## config.mk

```make
export PLATFORM = sky130hd
export DESIGN_NAME = operator_console_controller
export DESIGN_NICKNAME = d
export VERILOG_FILES = /design/src/console_pkg.sv /design/src/panel_if.sv /design/src/press_edge.sv /design/src/rate_osc.sv /design/src/operator_console_controller.sv
export SDC_FILE = /design/constraint.sdc
export NUM_CORES = 1
export LEC_CHECK = 0
export BUFFER_PORTS_ARGS = -buffer_cell sky130_fd_sc_hd__buf_2
export CAP_MARGIN = 20
export CORE_ASPECT_RATIO = 1.25
export CORE_MARGIN = 1
export CORE_UTILIZATION = 30
export CTS_BUF_LIST = sky130_fd_sc_hd__clkbuf_4
export DETAILED_ROUTE_END_ITERATION = 8
export HOLD_SLACK_MARGIN = 0.08
export SETUP_SLACK_MARGIN = 0.5
export SLEW_MARGIN = 20
export SYNTH_ARGS = -nofsm -noshare
export SYNTH_HDL_FRONTEND = slang
export SYNTH_SLANG_ARGS = --single-unit
```

## constraint.sdc

```tcl
create_clock -name CLK -period 4.04 [get_ports CLK]
set_input_delay 0.404 -clock CLK [delete_from_list [all_inputs] [get_ports CLK]]
set_output_delay 0.404 -clock CLK [all_outputs]
set_load 0.01 [all_outputs]
```

## src/console_pkg.sv

```systemverilog
// Shared constants and types of the operator console controller.
// Assumes one 10 MHz clock and a synchronous active-high reset.
package console_pkg;

	localparam logic [7:0] DEV_ADDR = 8'h01;
	localparam int BUS_AW = 10;
	localparam int IDX_W = 2;
	localparam logic [1:0] REG_SWLO = 2'h0;
	localparam logic [1:0] REG_SWHI = 2'h1;
	localparam logic [1:0] REG_STAT = 2'h2;
	localparam logic [1:0] REG_LAMP = 2'h3;
	localparam int CMD_ARM_BIT = 0;
	localparam int CMD_CLR_BIT = 7;
	localparam logic ARMED_RST = 1'b1;
	localparam logic [7:0] LAMP_RST = 8'h00;
	localparam logic [3:0] REGSEL_OFF = 4'h8;

	localparam int CLK_PERIOD_NS = 100;
	localparam int SECOND_NS = 1000000000;
	localparam int CYCLES_PER_SEC = SECOND_NS / CLK_PERIOD_NS;
	localparam logic [6:0] SPEED_MAX = 7'h64;
	localparam logic [6:0] SPEED_SNGL = 7'h00;

	typedef enum logic [2:0] {
		MODE_RUN = 3'b000,
		MODE_HALT_FLT = 3'b001,
		MODE_HALT_FIX = 3'b010,
		MODE_VARI_FLT = 3'b011,
		MODE_VARI_FIX = 3'b100,
		MODE_ADRS = 3'b101,
		MODE_MEMR = 3'b110,
		MODE_MEMW = 3'b111
	} mode_type;

	typedef enum logic {
		SEQ_IDLE = 1'b0,
		SEQ_ACCESS = 1'b1
	} seq_type;

endpackage : console_pkg

```

## src/panel_if.sv

```systemverilog
// Carrier between the console controller and its button and rate helpers.
// Assumes all members are sampled on the one system clock.
interface panel_if;
	logic exec_btn;
	logic init_btn;
	logic exec_pulse;
	logic init_pulse;
	logic osc_en;
	logic [6:0] speed;
	logic osc_tick;

	modport ctrl (output exec_btn, init_btn, osc_en, speed,
		input exec_pulse, init_pulse, osc_tick);
	modport edges (input exec_btn, init_btn, output exec_pulse, init_pulse);
	modport osc (input osc_en, speed, output osc_tick);
endinterface : panel_if

```

## src/press_edge.sv

```systemverilog
// Turns the execute and initialize buttons into one-cycle press pulses.
// Assumes the buttons are already clean and synchronous to the clock.
module press_edge (
	input wire logic clk,
	input wire logic rst,
	panel_if.edges p
);
	logic exec_d_r;
	logic init_d_r;
	logic exec_p_r;
	logic init_p_r;

	assign p.exec_pulse = exec_p_r;
	assign p.init_pulse = init_p_r;

	always_ff @(posedge clk) begin
		if (rst) begin
			exec_d_r <= 1'b0;
			init_d_r <= 1'b0;
			exec_p_r <= 1'b0;
			init_p_r <= 1'b0;
		end else begin
			exec_d_r <= p.exec_btn;
			init_d_r <= p.init_btn;
			exec_p_r <= p.exec_btn & ~exec_d_r;
			init_p_r <= p.init_btn & ~init_d_r;
		end
	end
endmodule : press_edge

```

## src/rate_osc.sv

```systemverilog
// Variable-rate oscillator: issues speed ticks per second, speed 1 to 100.
// Assumes speed is already clamped; a fractional accumulator keeps the rate.
module rate_osc #(
	parameter int CYCLES = console_pkg::CYCLES_PER_SEC
) (
	input wire logic clk,
	input wire logic rst,
	panel_if.osc p
);
	import console_pkg::*;
	localparam int ACC_W = $clog2(CYCLES + 128) + 1;
	localparam logic [ACC_W-1:0] LIMIT = ACC_W'(CYCLES);

	logic [ACC_W-1:0] acc_r;
	logic [ACC_W-1:0] acc_sum;
	logic wrap;
	logic tick_r;

	assign acc_sum = acc_r + ACC_W'(p.speed);
	assign wrap = acc_sum >= LIMIT;
	assign p.osc_tick = tick_r;

	always_ff @(posedge clk) begin
		if (rst || !p.osc_en) begin
			acc_r <= '0;
			tick_r <= 1'b0;
		end else begin
			acc_r <= wrap ? acc_sum - LIMIT : acc_sum;
			tick_r <= wrap;
		end
	end
endmodule : rate_osc

```

## src/operator_console_controller.sv

```systemverilog
// Operator console controller: panel switches, displays, console interrupt.
// Assumes processor-side strobes and panel inputs are synchronous to CLK.
//
// What this block does
// - Answers program I/O at device address 01
// - Every execute press raises a console interrupt
// - New mode applies only at execute press
// - Run mode: full speed, displays hold
// - Halt modes: stop, show selected register pair
// - Display format follows float or fixed variant
// - Variable speed: steps at rate, pair shown live
// - Address mode: switches load the location counter
// - Memory read: show data, address, then increment
// - Memory write: store switches, show, then increment
// - Single-step position: one instruction per press
// - Oscillator interrupts at one to hundred per second
// - Register selector applies only at execute press
// - Selector off position blanks both displays
// - Latched switch gives one, released gives zero
// - Initialize resets processor and all bus controllers
// - Wait lamp follows status word bit zero
// - Run plus execute while waiting resumes sequencing
// - Bus data moves as eight-bit bytes
// - Acknowledge stops here if pending and armed, returns address
//
// Design decisions made here: the register addresses and the plain strobed port.
module operator_console_controller #(
	parameter int OSC_CYCLES = console_pkg::CYCLES_PER_SEC
) (
	input wire logic CLK,
	input wire logic RST,
	input wire logic [console_pkg::BUS_AW-1:0] BUS_ADDR,
	input wire logic [7:0] BUS_WDATA,
	input wire logic BUS_WR,
	input wire logic BUS_RD,
	output logic [7:0] BUS_RDATA,
	output logic ATTN,
	input wire logic ACK_IN,
	output logic ACK_OUT,
	output logic ACK_VALID,
	output logic [7:0] ACK_DEV,
	input wire logic EXEC_BTN,
	input wire logic INIT_BTN,
	input wire logic [2:0] MODE_SW,
	input wire logic [3:0] REGSEL_SW,
	input wire logic [6:0] SPEED_SW,
	input wire logic [15:0] DATA_SW,
	input wire logic PSW_WAIT,
	input wire logic [15:0] PSW_LC,
	input wire logic [15:0] GR_EVEN,
	input wire logic [15:0] GR_ODD,
	output logic [2:0] GR_PAIR,
	output logic [15:0] DISP1,
	output logic [15:0] DISP2,
	output logic DISP_BLANK,
	output logic FMT_FLOAT,
	output logic WAIT_LAMP,
	output logic RUN_EN,
	output logic STEP,
	output logic LC_LOAD,
	output logic LC_INC,
	output logic [15:0] LC_VALUE,
	output logic MEM_REQ,
	output logic MEM_WE,
	output logic [15:0] MEM_ADDR,
	output logic [15:0] MEM_WDATA,
	input wire logic [15:0] MEM_RDATA,
	input wire logic MEM_ACK,
	output logic SYS_INIT,
	output logic [7:0] PROG_LAMPS
);
	import console_pkg::*;

	////////////////////////////////////////////////////////////////////////
	panel_if pif ();

	logic rst_all;
	logic exec;
	mode_type mode_r;
	mode_type mode_new;
	logic [3:0] regsel_r;
	seq_type seq_r;
	logic run_r;
	logic attn_r;
	logic armed_r;
	logic vari_act;
	logic vari_new;
	logic halt_new;
	logic halted;
	logic single;
	logic osc_step;
	logic sel_off;
	logic sel_off_new;
	logic show_r;

	assign pif.exec_btn = EXEC_BTN;
	assign pif.init_btn = INIT_BTN;
	assign pif.speed = (SPEED_SW > SPEED_MAX) ? SPEED_MAX : SPEED_SW;
	assign single = SPEED_SW == SPEED_SNGL;
	assign pif.osc_en = vari_act & ~single;

	press_edge u_edge (
		.clk(CLK),
		.rst(RST),
		.p(pif.edges)
	);

	rate_osc #(
		.CYCLES(OSC_CYCLES)
	) u_osc (
		.clk(CLK),
		.rst(rst_all),
		.p(pif.osc)
	);

	// Initialize clears this controller and is sent on to the processor.
	assign rst_all = RST | pif.init_pulse;
	assign exec = pif.exec_pulse;
	assign mode_new = mode_type'(MODE_SW);
	assign vari_new = mode_new == MODE_VARI_FLT || mode_new == MODE_VARI_FIX;
	assign halt_new = mode_new == MODE_HALT_FLT || mode_new == MODE_HALT_FIX;
	assign vari_act = mode_r == MODE_VARI_FLT || mode_r == MODE_VARI_FIX;
	assign halted = ~run_r;
	assign sel_off = regsel_r >= REGSEL_OFF;
	assign sel_off_new = REGSEL_SW >= REGSEL_OFF;
	assign osc_step = vari_act & ~single & pif.osc_tick;

	always_ff @(posedge CLK) begin
		if (RST) begin
			SYS_INIT <= 1'b0;
		end else begin
			SYS_INIT <= pif.init_pulse;
		end
	end

	////////////////////////////////////////////////////////////////////////
	// Mode and selector are sampled only at an execute press.
	always_ff @(posedge CLK) begin
		if (rst_all) begin
			mode_r <= MODE_RUN;
			regsel_r <= REGSEL_OFF;
			show_r <= 1'b0;
		end else begin
			show_r <= exec && seq_r == SEQ_IDLE && halt_new;
			if (exec && seq_r == SEQ_IDLE) begin
				mode_r <= mode_new;
				regsel_r <= REGSEL_SW;
			end
		end
	end

	always_ff @(posedge CLK) begin
		if (rst_all) begin
			run_r <= 1'b1;
			STEP <= 1'b0;
		end else begin
			STEP <= 1'b0;
			if (exec && seq_r == SEQ_IDLE) begin
				run_r <= mode_new == MODE_RUN;
				STEP <= vari_new & single;
			end else if (osc_step) begin
				STEP <= 1'b1;
			end
		end
	end

	assign RUN_EN = run_r;
	assign GR_PAIR = regsel_r[2:0];

	////////////////////////////////////////////////////////////////////////
	// Displays: halt loads them once the new pair is selected; vari is live.
	logic disp_live;
	assign disp_live = vari_act & ~sel_off;

	always_ff @(posedge CLK) begin
		if (rst_all) begin
			DISP1 <= 16'h0000;
			DISP2 <= 16'h0000;
			DISP_BLANK <= 1'b1;
			FMT_FLOAT <= 1'b0;
		end else if (exec && seq_r == SEQ_IDLE && (halt_new || vari_new)) begin
			DISP_BLANK <= sel_off_new;
			FMT_FLOAT <= mode_new == MODE_HALT_FLT
				|| mode_new == MODE_VARI_FLT;
		end else if (show_r) begin
			DISP1 <= GR_EVEN;
			DISP2 <= GR_ODD;
		end else if (disp_live) begin
			DISP1 <= GR_EVEN;
			DISP2 <= GR_ODD;
		end else if (seq_r == SEQ_ACCESS && MEM_ACK) begin
			DISP1 <= MEM_ADDR;
			DISP2 <= MEM_WE ? MEM_WDATA : MEM_RDATA;
			DISP_BLANK <= 1'b0;
		end
	end

	chk_run_holds_disp: assert property (@(posedge CLK) disable iff (rst_all)
		mode_r == MODE_RUN && !exec && !$past(exec)
		&& seq_r == SEQ_IDLE |=> $stable(DISP1) && $stable(DISP2))
		else $error("display changed in run mode");

	chk_off_blanks: assert property (@(posedge CLK) disable iff (rst_all)
		exec && seq_r == SEQ_IDLE && (halt_new || vari_new) && sel_off_new
		|=> DISP_BLANK)
		else $error("off selector did not blank displays");

	chk_halt_shows_pair: assert property (@(posedge CLK) disable iff (rst_all)
		exec && seq_r == SEQ_IDLE && halt_new
		|=> GR_PAIR == $past(REGSEL_SW[2:0]) && !RUN_EN
		##1 DISP1 == $past(GR_EVEN) && DISP2 == $past(GR_ODD))
		else $error("halt did not show register pair");

	////////////////////////////////////////////////////////////////////////
	// Address load and memory access, both only while halted.
	seq_type seq_nxt;
	logic mem_go;
	assign mem_go = exec && halted && seq_r == SEQ_IDLE
		&& (mode_new == MODE_MEMR || mode_new == MODE_MEMW);
	assign seq_nxt = (seq_r == SEQ_IDLE) ? (mem_go ? SEQ_ACCESS : SEQ_IDLE)
		: (MEM_ACK ? SEQ_IDLE : SEQ_ACCESS);

	always_ff @(posedge CLK) begin
		if (rst_all) begin
			seq_r <= SEQ_IDLE;
			MEM_REQ <= 1'b0;
			MEM_WE <= 1'b0;
			MEM_ADDR <= 16'h0000;
			MEM_WDATA <= 16'h0000;
			LC_INC <= 1'b0;
			LC_LOAD <= 1'b0;
			LC_VALUE <= 16'h0000;
		end else begin
			seq_r <= seq_nxt;
			LC_INC <= 1'b0;
			LC_LOAD <= 1'b0;
			unique case (seq_r)
				SEQ_IDLE: begin
					if (mem_go) begin
						MEM_REQ <= 1'b1;
						MEM_WE <= mode_new == MODE_MEMW;
						MEM_ADDR <= PSW_LC;
						MEM_WDATA <= DATA_SW;
					end else if (exec && halted && mode_new == MODE_ADRS) begin
						LC_LOAD <= 1'b1;
						LC_VALUE <= DATA_SW;
					end
				end
				SEQ_ACCESS: begin
					if (MEM_ACK) begin
						MEM_REQ <= 1'b0;
						LC_INC <= 1'b1;
					end
				end
			endcase
		end
	end

	chk_adrs_load: assert property (@(posedge CLK) disable iff (rst_all)
		exec && halted && seq_r == SEQ_IDLE && mode_new == MODE_ADRS
		|=> LC_LOAD && LC_VALUE == $past(DATA_SW))
		else $error("address mode did not load counter");

	chk_mem_incr: assert property (@(posedge CLK) disable iff (rst_all)
		seq_r == SEQ_ACCESS && MEM_ACK
		|=> LC_INC && !MEM_REQ && DISP1 == $past(MEM_ADDR) ##1 !LC_INC)
		else $error("memory access did not show and increment");

	chk_memw_data: assert property (@(posedge CLK) disable iff (rst_all)
		mem_go && mode_new == MODE_MEMW
		|=> MEM_REQ && MEM_WE && MEM_WDATA == $past(DATA_SW)
		&& MEM_ADDR == $past(PSW_LC))
		else $error("memory write request wrong");

	////////////////////////////////////////////////////////////////////////
	// Console interrupt latch and daisy-chained acknowledge.
	logic attn_set;
	logic take_ack;
	assign attn_set = exec | osc_step;
	assign take_ack = ACK_IN & attn_r & armed_r;

	logic bus_hit;
	logic [1:0] bus_idx;
	logic cmd_wr;
	logic cmd_clr;
	assign bus_hit = BUS_ADDR[BUS_AW-1:IDX_W] == DEV_ADDR;
	assign bus_idx = BUS_ADDR[IDX_W-1:0];
	assign cmd_wr = BUS_WR & bus_hit & (bus_idx == REG_STAT);
	assign cmd_clr = cmd_wr & BUS_WDATA[CMD_CLR_BIT];

	// A new event in the clearing cycle is kept pending.
	always_ff @(posedge CLK) begin
		if (rst_all) begin
			attn_r <= 1'b0;
		end else begin
			attn_r <= attn_set | (attn_r & ~take_ack & ~cmd_clr);
		end
	end

	always_ff @(posedge CLK) begin
		if (rst_all) begin
			ACK_OUT <= 1'b0;
			ACK_VALID <= 1'b0;
			ACK_DEV <= 8'h00;
			ATTN <= 1'b0;
		end else begin
			ACK_OUT <= ACK_IN & ~take_ack;
			ACK_VALID <= take_ack;
			ACK_DEV <= take_ack ? DEV_ADDR : 8'h00;
			ATTN <= attn_r & armed_r & ~take_ack;
		end
	end

	chk_exec_raises: assert property (@(posedge CLK) disable iff (rst_all)
		exec |=> attn_r)
		else $error("execute press raised no interrupt");

	chk_ack_stops: assert property (@(posedge CLK) disable iff (rst_all)
		ACK_IN && attn_r && armed_r
		|=> ACK_VALID && !ACK_OUT && ACK_DEV == DEV_ADDR)
		else $error("pending acknowledge not taken");

	chk_ack_clears: assert property (@(posedge CLK) disable iff (rst_all)
		take_ack && !attn_set |=> !attn_r)
		else $error("acknowledged request still pending");

	chk_ack_passes: assert property (@(posedge CLK) disable iff (rst_all)
		ACK_IN && !(attn_r && armed_r) |=> ACK_OUT && !ACK_VALID)
		else $error("acknowledge not passed down");

	chk_single_step: assert property (@(posedge CLK) disable iff (rst_all)
		vari_act && single && !exec |=> !STEP)
		else $error("step without press at single position");

	////////////////////////////////////////////////////////////////////////
	// Program register access, one byte per strobe.
	logic [7:0] stat_byte;
	logic [7:0] rd_mux;
	assign stat_byte = {attn_r, armed_r, DISP_BLANK, FMT_FLOAT, run_r,
		mode_r};
	assign rd_mux = (bus_idx == REG_SWLO) ? DATA_SW[7:0]
		: (bus_idx == REG_SWHI) ? DATA_SW[15:8]
		: (bus_idx == REG_STAT) ? stat_byte : PROG_LAMPS;

	always_ff @(posedge CLK) begin
		if (rst_all) begin
			BUS_RDATA <= 8'h00;
			armed_r <= ARMED_RST;
			PROG_LAMPS <= LAMP_RST;
			WAIT_LAMP <= 1'b0;
		end else begin
			BUS_RDATA <= (BUS_RD && bus_hit) ? rd_mux : 8'h00;
			WAIT_LAMP <= PSW_WAIT;
			if (cmd_wr) begin
				armed_r <= BUS_WDATA[CMD_ARM_BIT];
			end
			if (BUS_WR && bus_hit && bus_idx == REG_LAMP) begin
				PROG_LAMPS <= BUS_WDATA;
			end
		end
	end

	chk_read_answer: assert property (@(posedge CLK) disable iff (rst_all)
		BUS_RD && bus_hit && bus_idx == REG_SWHI
		|=> BUS_RDATA == $past(DATA_SW[15:8]))
		else $error("switch byte read wrong");

	chk_wait_lamp: assert property (@(posedge CLK) disable iff (rst_all)
		PSW_WAIT ##1 PSW_WAIT |-> WAIT_LAMP)
		else $error("wait lamp not lit");

endmodule : operator_console_controller

```

==> results.py <==
metrics = {
    "run_status": {
        "status": "completed",
    },
    "worst_setup_path": {
        "crit_top_cell": "a211o_1",
        "cp-start-kind": "flop",
        "critPathBufInv": 0,
        "crit_family": "simple AND/OR/NAND/NOR gates",
        "crit_type": "flop to flop",
        "worstPathRequired_ps": 4530,
        "cpMaxStageDelayCell": "or4b_1",
        "cp-end-kind": "flop",
        "cp.arrival_ps": 3910,
        "cp_max_fo": 5,
        "critPathMaxStageDelay_ps": 510,
        "path_cells": "ha_2, fa_2, xor2_1, or4b_1, a211o_1, nor4_2, nand4_1, or4_4, a31o_4, a211o_1, and3_1",
    },
    "clocking": {
        "insertion_delay_ps": 580,
        "cts_tree": "yes",
        "cts_buffers": 17,
        "clock-root-buffer": "clkbuf_4",
        "cts_sinks": 150,
        "clk_pin_slew_ps": 150,
        "htreeDepth": 4,
        "ctsLongestPathBuffers": 2,
    },
    "timing": {
        "slew_headroom_pct": 27.5,
        "setup_violations": 0,
        "clock_skew_ps": 24.5,
        "grt_setup_unrepaired": "false",
        "timing.hold.ws_ps": 149,
        "tightest_slew_ps": 1090,
        "finalHoldViolations": 0,
        "min_period_ps": 3420,
        "fmax_mhz": 293,
        "drv_slew": 0,
        "finalCritPeriodShare_pct": 84.6,
        "setup_slack_ps": 624,
    },
    "synthesis": {
        "synth_cells": 866,
        "synth_fa_ha_area_share_pct": 1.63,
        "netlist_area_um2": 7370,
        "yosys.area_share.simple_pct": 21.8,
        "ys_dominant_reg_cell": "dfxtp_1",
        "yosys-mux-area-fraction_pct": 11.7,
        "synth_compound_area_share_pct": 15.7,
        "synth-xor-area-share_pct": 3.31,
        "synth.ff_latch_count": 150,
        "synth_cell_types": 67,
        "ys.warnings.count": 0,
        "ys_seq_area_share_pct": 40.8,
        "synth_top_family_by_area": "simple AND/OR/NAND/NOR gates",
        "synth_edf_count": 0,
        "avgSynthCellArea_um2": 8.51,
        "async_reset_ff_share_pct": 0,
    },
    "power": {
        "power_frac_seq_pct": 54.3,
        "p_int_w": 0.00202,
        "p_sw_w": 0.000755,
        "cellLeakagePower_nw": 4.32,
        "combPwrFrac_pct": 10.5,
        "powerDensity_nw_per_um2": 279,
        "irDropWorstVdd_v": 0.000143,
        "clockPowerShare_pct": 35.2,
        "swShare_pct": 27.2,
    },
    "die": {
        "rows": 63,
        "die_h_um": 177,
        "io_pins": 241,
        "core_area_um2": 23900,
        "dieArea_um2": 25200,
        "die_w_um": 142,
        "initial_core_util_pct": 30.8,
    },
    "drt": {
        "wl_per_cell_um": 16.5,
        "via_per_inst": 4.95,
        "ant_nets": 0,
        "drtPass1Iterations": 5,
        "drt-initial-drc-count": 417,
        "remaining_drc_errors": 0,
        "wl_um": 24600,
        "num_vias": 7385,
    },
    "global_route": {
        "grt_pass1_vias": 6988,
        "grt_antenna_before_repair": 1,
        "grt_max_degree": 55,
        "overflow": 0,
        "grt_pass1_wl_um": 36900,
        "use_met1_pct": 20.3,
        "grt.met3_usage_pct": 4.09,
        "busiest_layer": "met2",
        "grt_usage_pct": 19.1,
        "grt.met2_usage_pct": 36.4,
    },
    "placed_design": {
        "dpl_cell_area_um2": 8970,
        "gp_congestion": 0.876,
        "place_inst": 1403,
        "portBuffers": 233,
        "place_hpwl_um": 18100,
        "place_ws_ps": -120,
    },
    "cells_and_area": {
        "nFillCells": 2411,
        "final_common_cell": "buf_2",
        "fin_area_um2": 9930,
        "layout-drive-gt1-share_pct": 30.7,
        "syn2layout_area_growth_pct": 34.8,
        "instances_no_fill": 1492,
        "post-route-util_pct": 41.6,
        "nets": 1283,
        "mostFrequentLayoutCells": "buf_2, nand2_1, dfxtp_1",
    },
    "job": {
        "drv_cap": 0,
    },
    "worst_hold_path": {
        "hold_class": "primary input to flop",
    },
}
[worst min-delay path: stages]
cell and delay [ps]:
buf_2 100, mux2i_1 110, a211oi_1 80
[logic make-up (layout without fill, tap and decap cells)]
group                      after synthesis  count (layout)
and+or+nand+nor                        349             349
AOI/OAI and AO/OA                      183             185
DFF                                    150             150
muxes                                   76              76
buffers and inverters                   71             363
xor gates and xnor gates                27              27
adders and majority gates                9               9
other                                    1               8
[registers in the layout, indices dropped and copies added, names as in the netlist, 3 cells and up]
name	cells
LC_VALUE	16
MEM_WDATA	16
MEM_ADDR	16
DISP1	16
BUS_RDATA	8
DISP2	16
mode_r	3
PROG_LAMPS	8
u_osc.acc_r	25
regsel_r	4
[layer usage]
layer / vias to the layer above / part of all wire, %
met4: 0 / 2.3
met1: 3477 / 40
met3: 41 / 5.5
li1: 3633 / -
met2: 234 / 52
met5: - / 0
[final cells by class]
cell class,instances,area [um^2],share of cell area [%]
multi-input cells,653,4220,42.5
inverters,6,22.5,0.227
clock inverters,14,150,1.51
flip-flops and latches,150,3000,30.3
clock buffers,18,135,1.36
repair buffers,325,1990,20.0
well taps,325,407,4.10
diodes,1,2.50,0.0252
[what timing repair did]
action / 4_1_cts / 5_1_grt
setup buffers: 0 / 1
endpoints found under the setup margin: 11 / 19
hold endpoints to repair: 68 / 0
hold buffers: 53 / 0
pin swaps: 0 / 9
gates cloned: 0 / 2
resized for setup: 3 / 21
[per-stage QoR]
step | TNS [ps] | power, W
floorplan | 0 | 0.00168
global route | 0 | 0.00290
finish | 0 | 0.00277
detailed placement | -519 | 0.00179
CTS | 0 | 0.00282
global placement | -195 | 0.00178
[Yosys cell counts (all sizes together) (5+ instances only)]
library cell  instances  share of area [%]
and3                  7               0.59
nand4                 5               0.42
o21ai                21                1.4
a21oi                83                5.7
nor2                 76                3.9
o211ai               23                2.3
nor4                 14                1.4
nand2               155                8.0
clkbuf               45                2.7
buf                  20                1.9
a211oi               21                2.3
nor2b                17                1.4
mux2i                66                9.0
mux4                  8                2.4
xor2                 10                1.3
dfxtp               150                 41
nor3                 15                1.0
inv                   6               0.31
or2                   6               0.51
ha                    8                1.4
xnor2                17                2.0
and2                 11               0.93
nand3                21                1.4
[power groups by stage]
stage	sequential, W	clock, W	combinational [W]
final	0.00150	0.000976	0.000292
after global routing	0.00151	0.00107	0.000317
after CTS	0.00151	0.00103	0.000292
after detailed placement	0.00154	0	0.000249
after global placement	0.00154	0	0.000247
after floorplan	0.00154	0	0.000138
[path summary, 6_finish.rpt]
kind | from | end | depth (start not counted) | slack [ps]
worst min-delay path | GR_EVEN[7] | DISP1[7]$_SDFFE_PP0P_ | 3 | 150
worst max-delay path | u_osc.acc_r[0]$_SDFF_PP0_ | u_osc.acc_r[21]$_SDFF_PP0_ | 11 | 620
worst max register to register | u_osc.acc_r[0]$_SDFF_PP0_ | u_osc.acc_r[21]$_SDFF_PP0_ | 11 | 620
worst min register to register | u_edge.exec_d_r$_SDFF_PP0_ | u_edge.p.exec_pulse$_SDFF_PP0_ | 1 | 390
No activity file was read; power rests on OpenSTA's default activity.
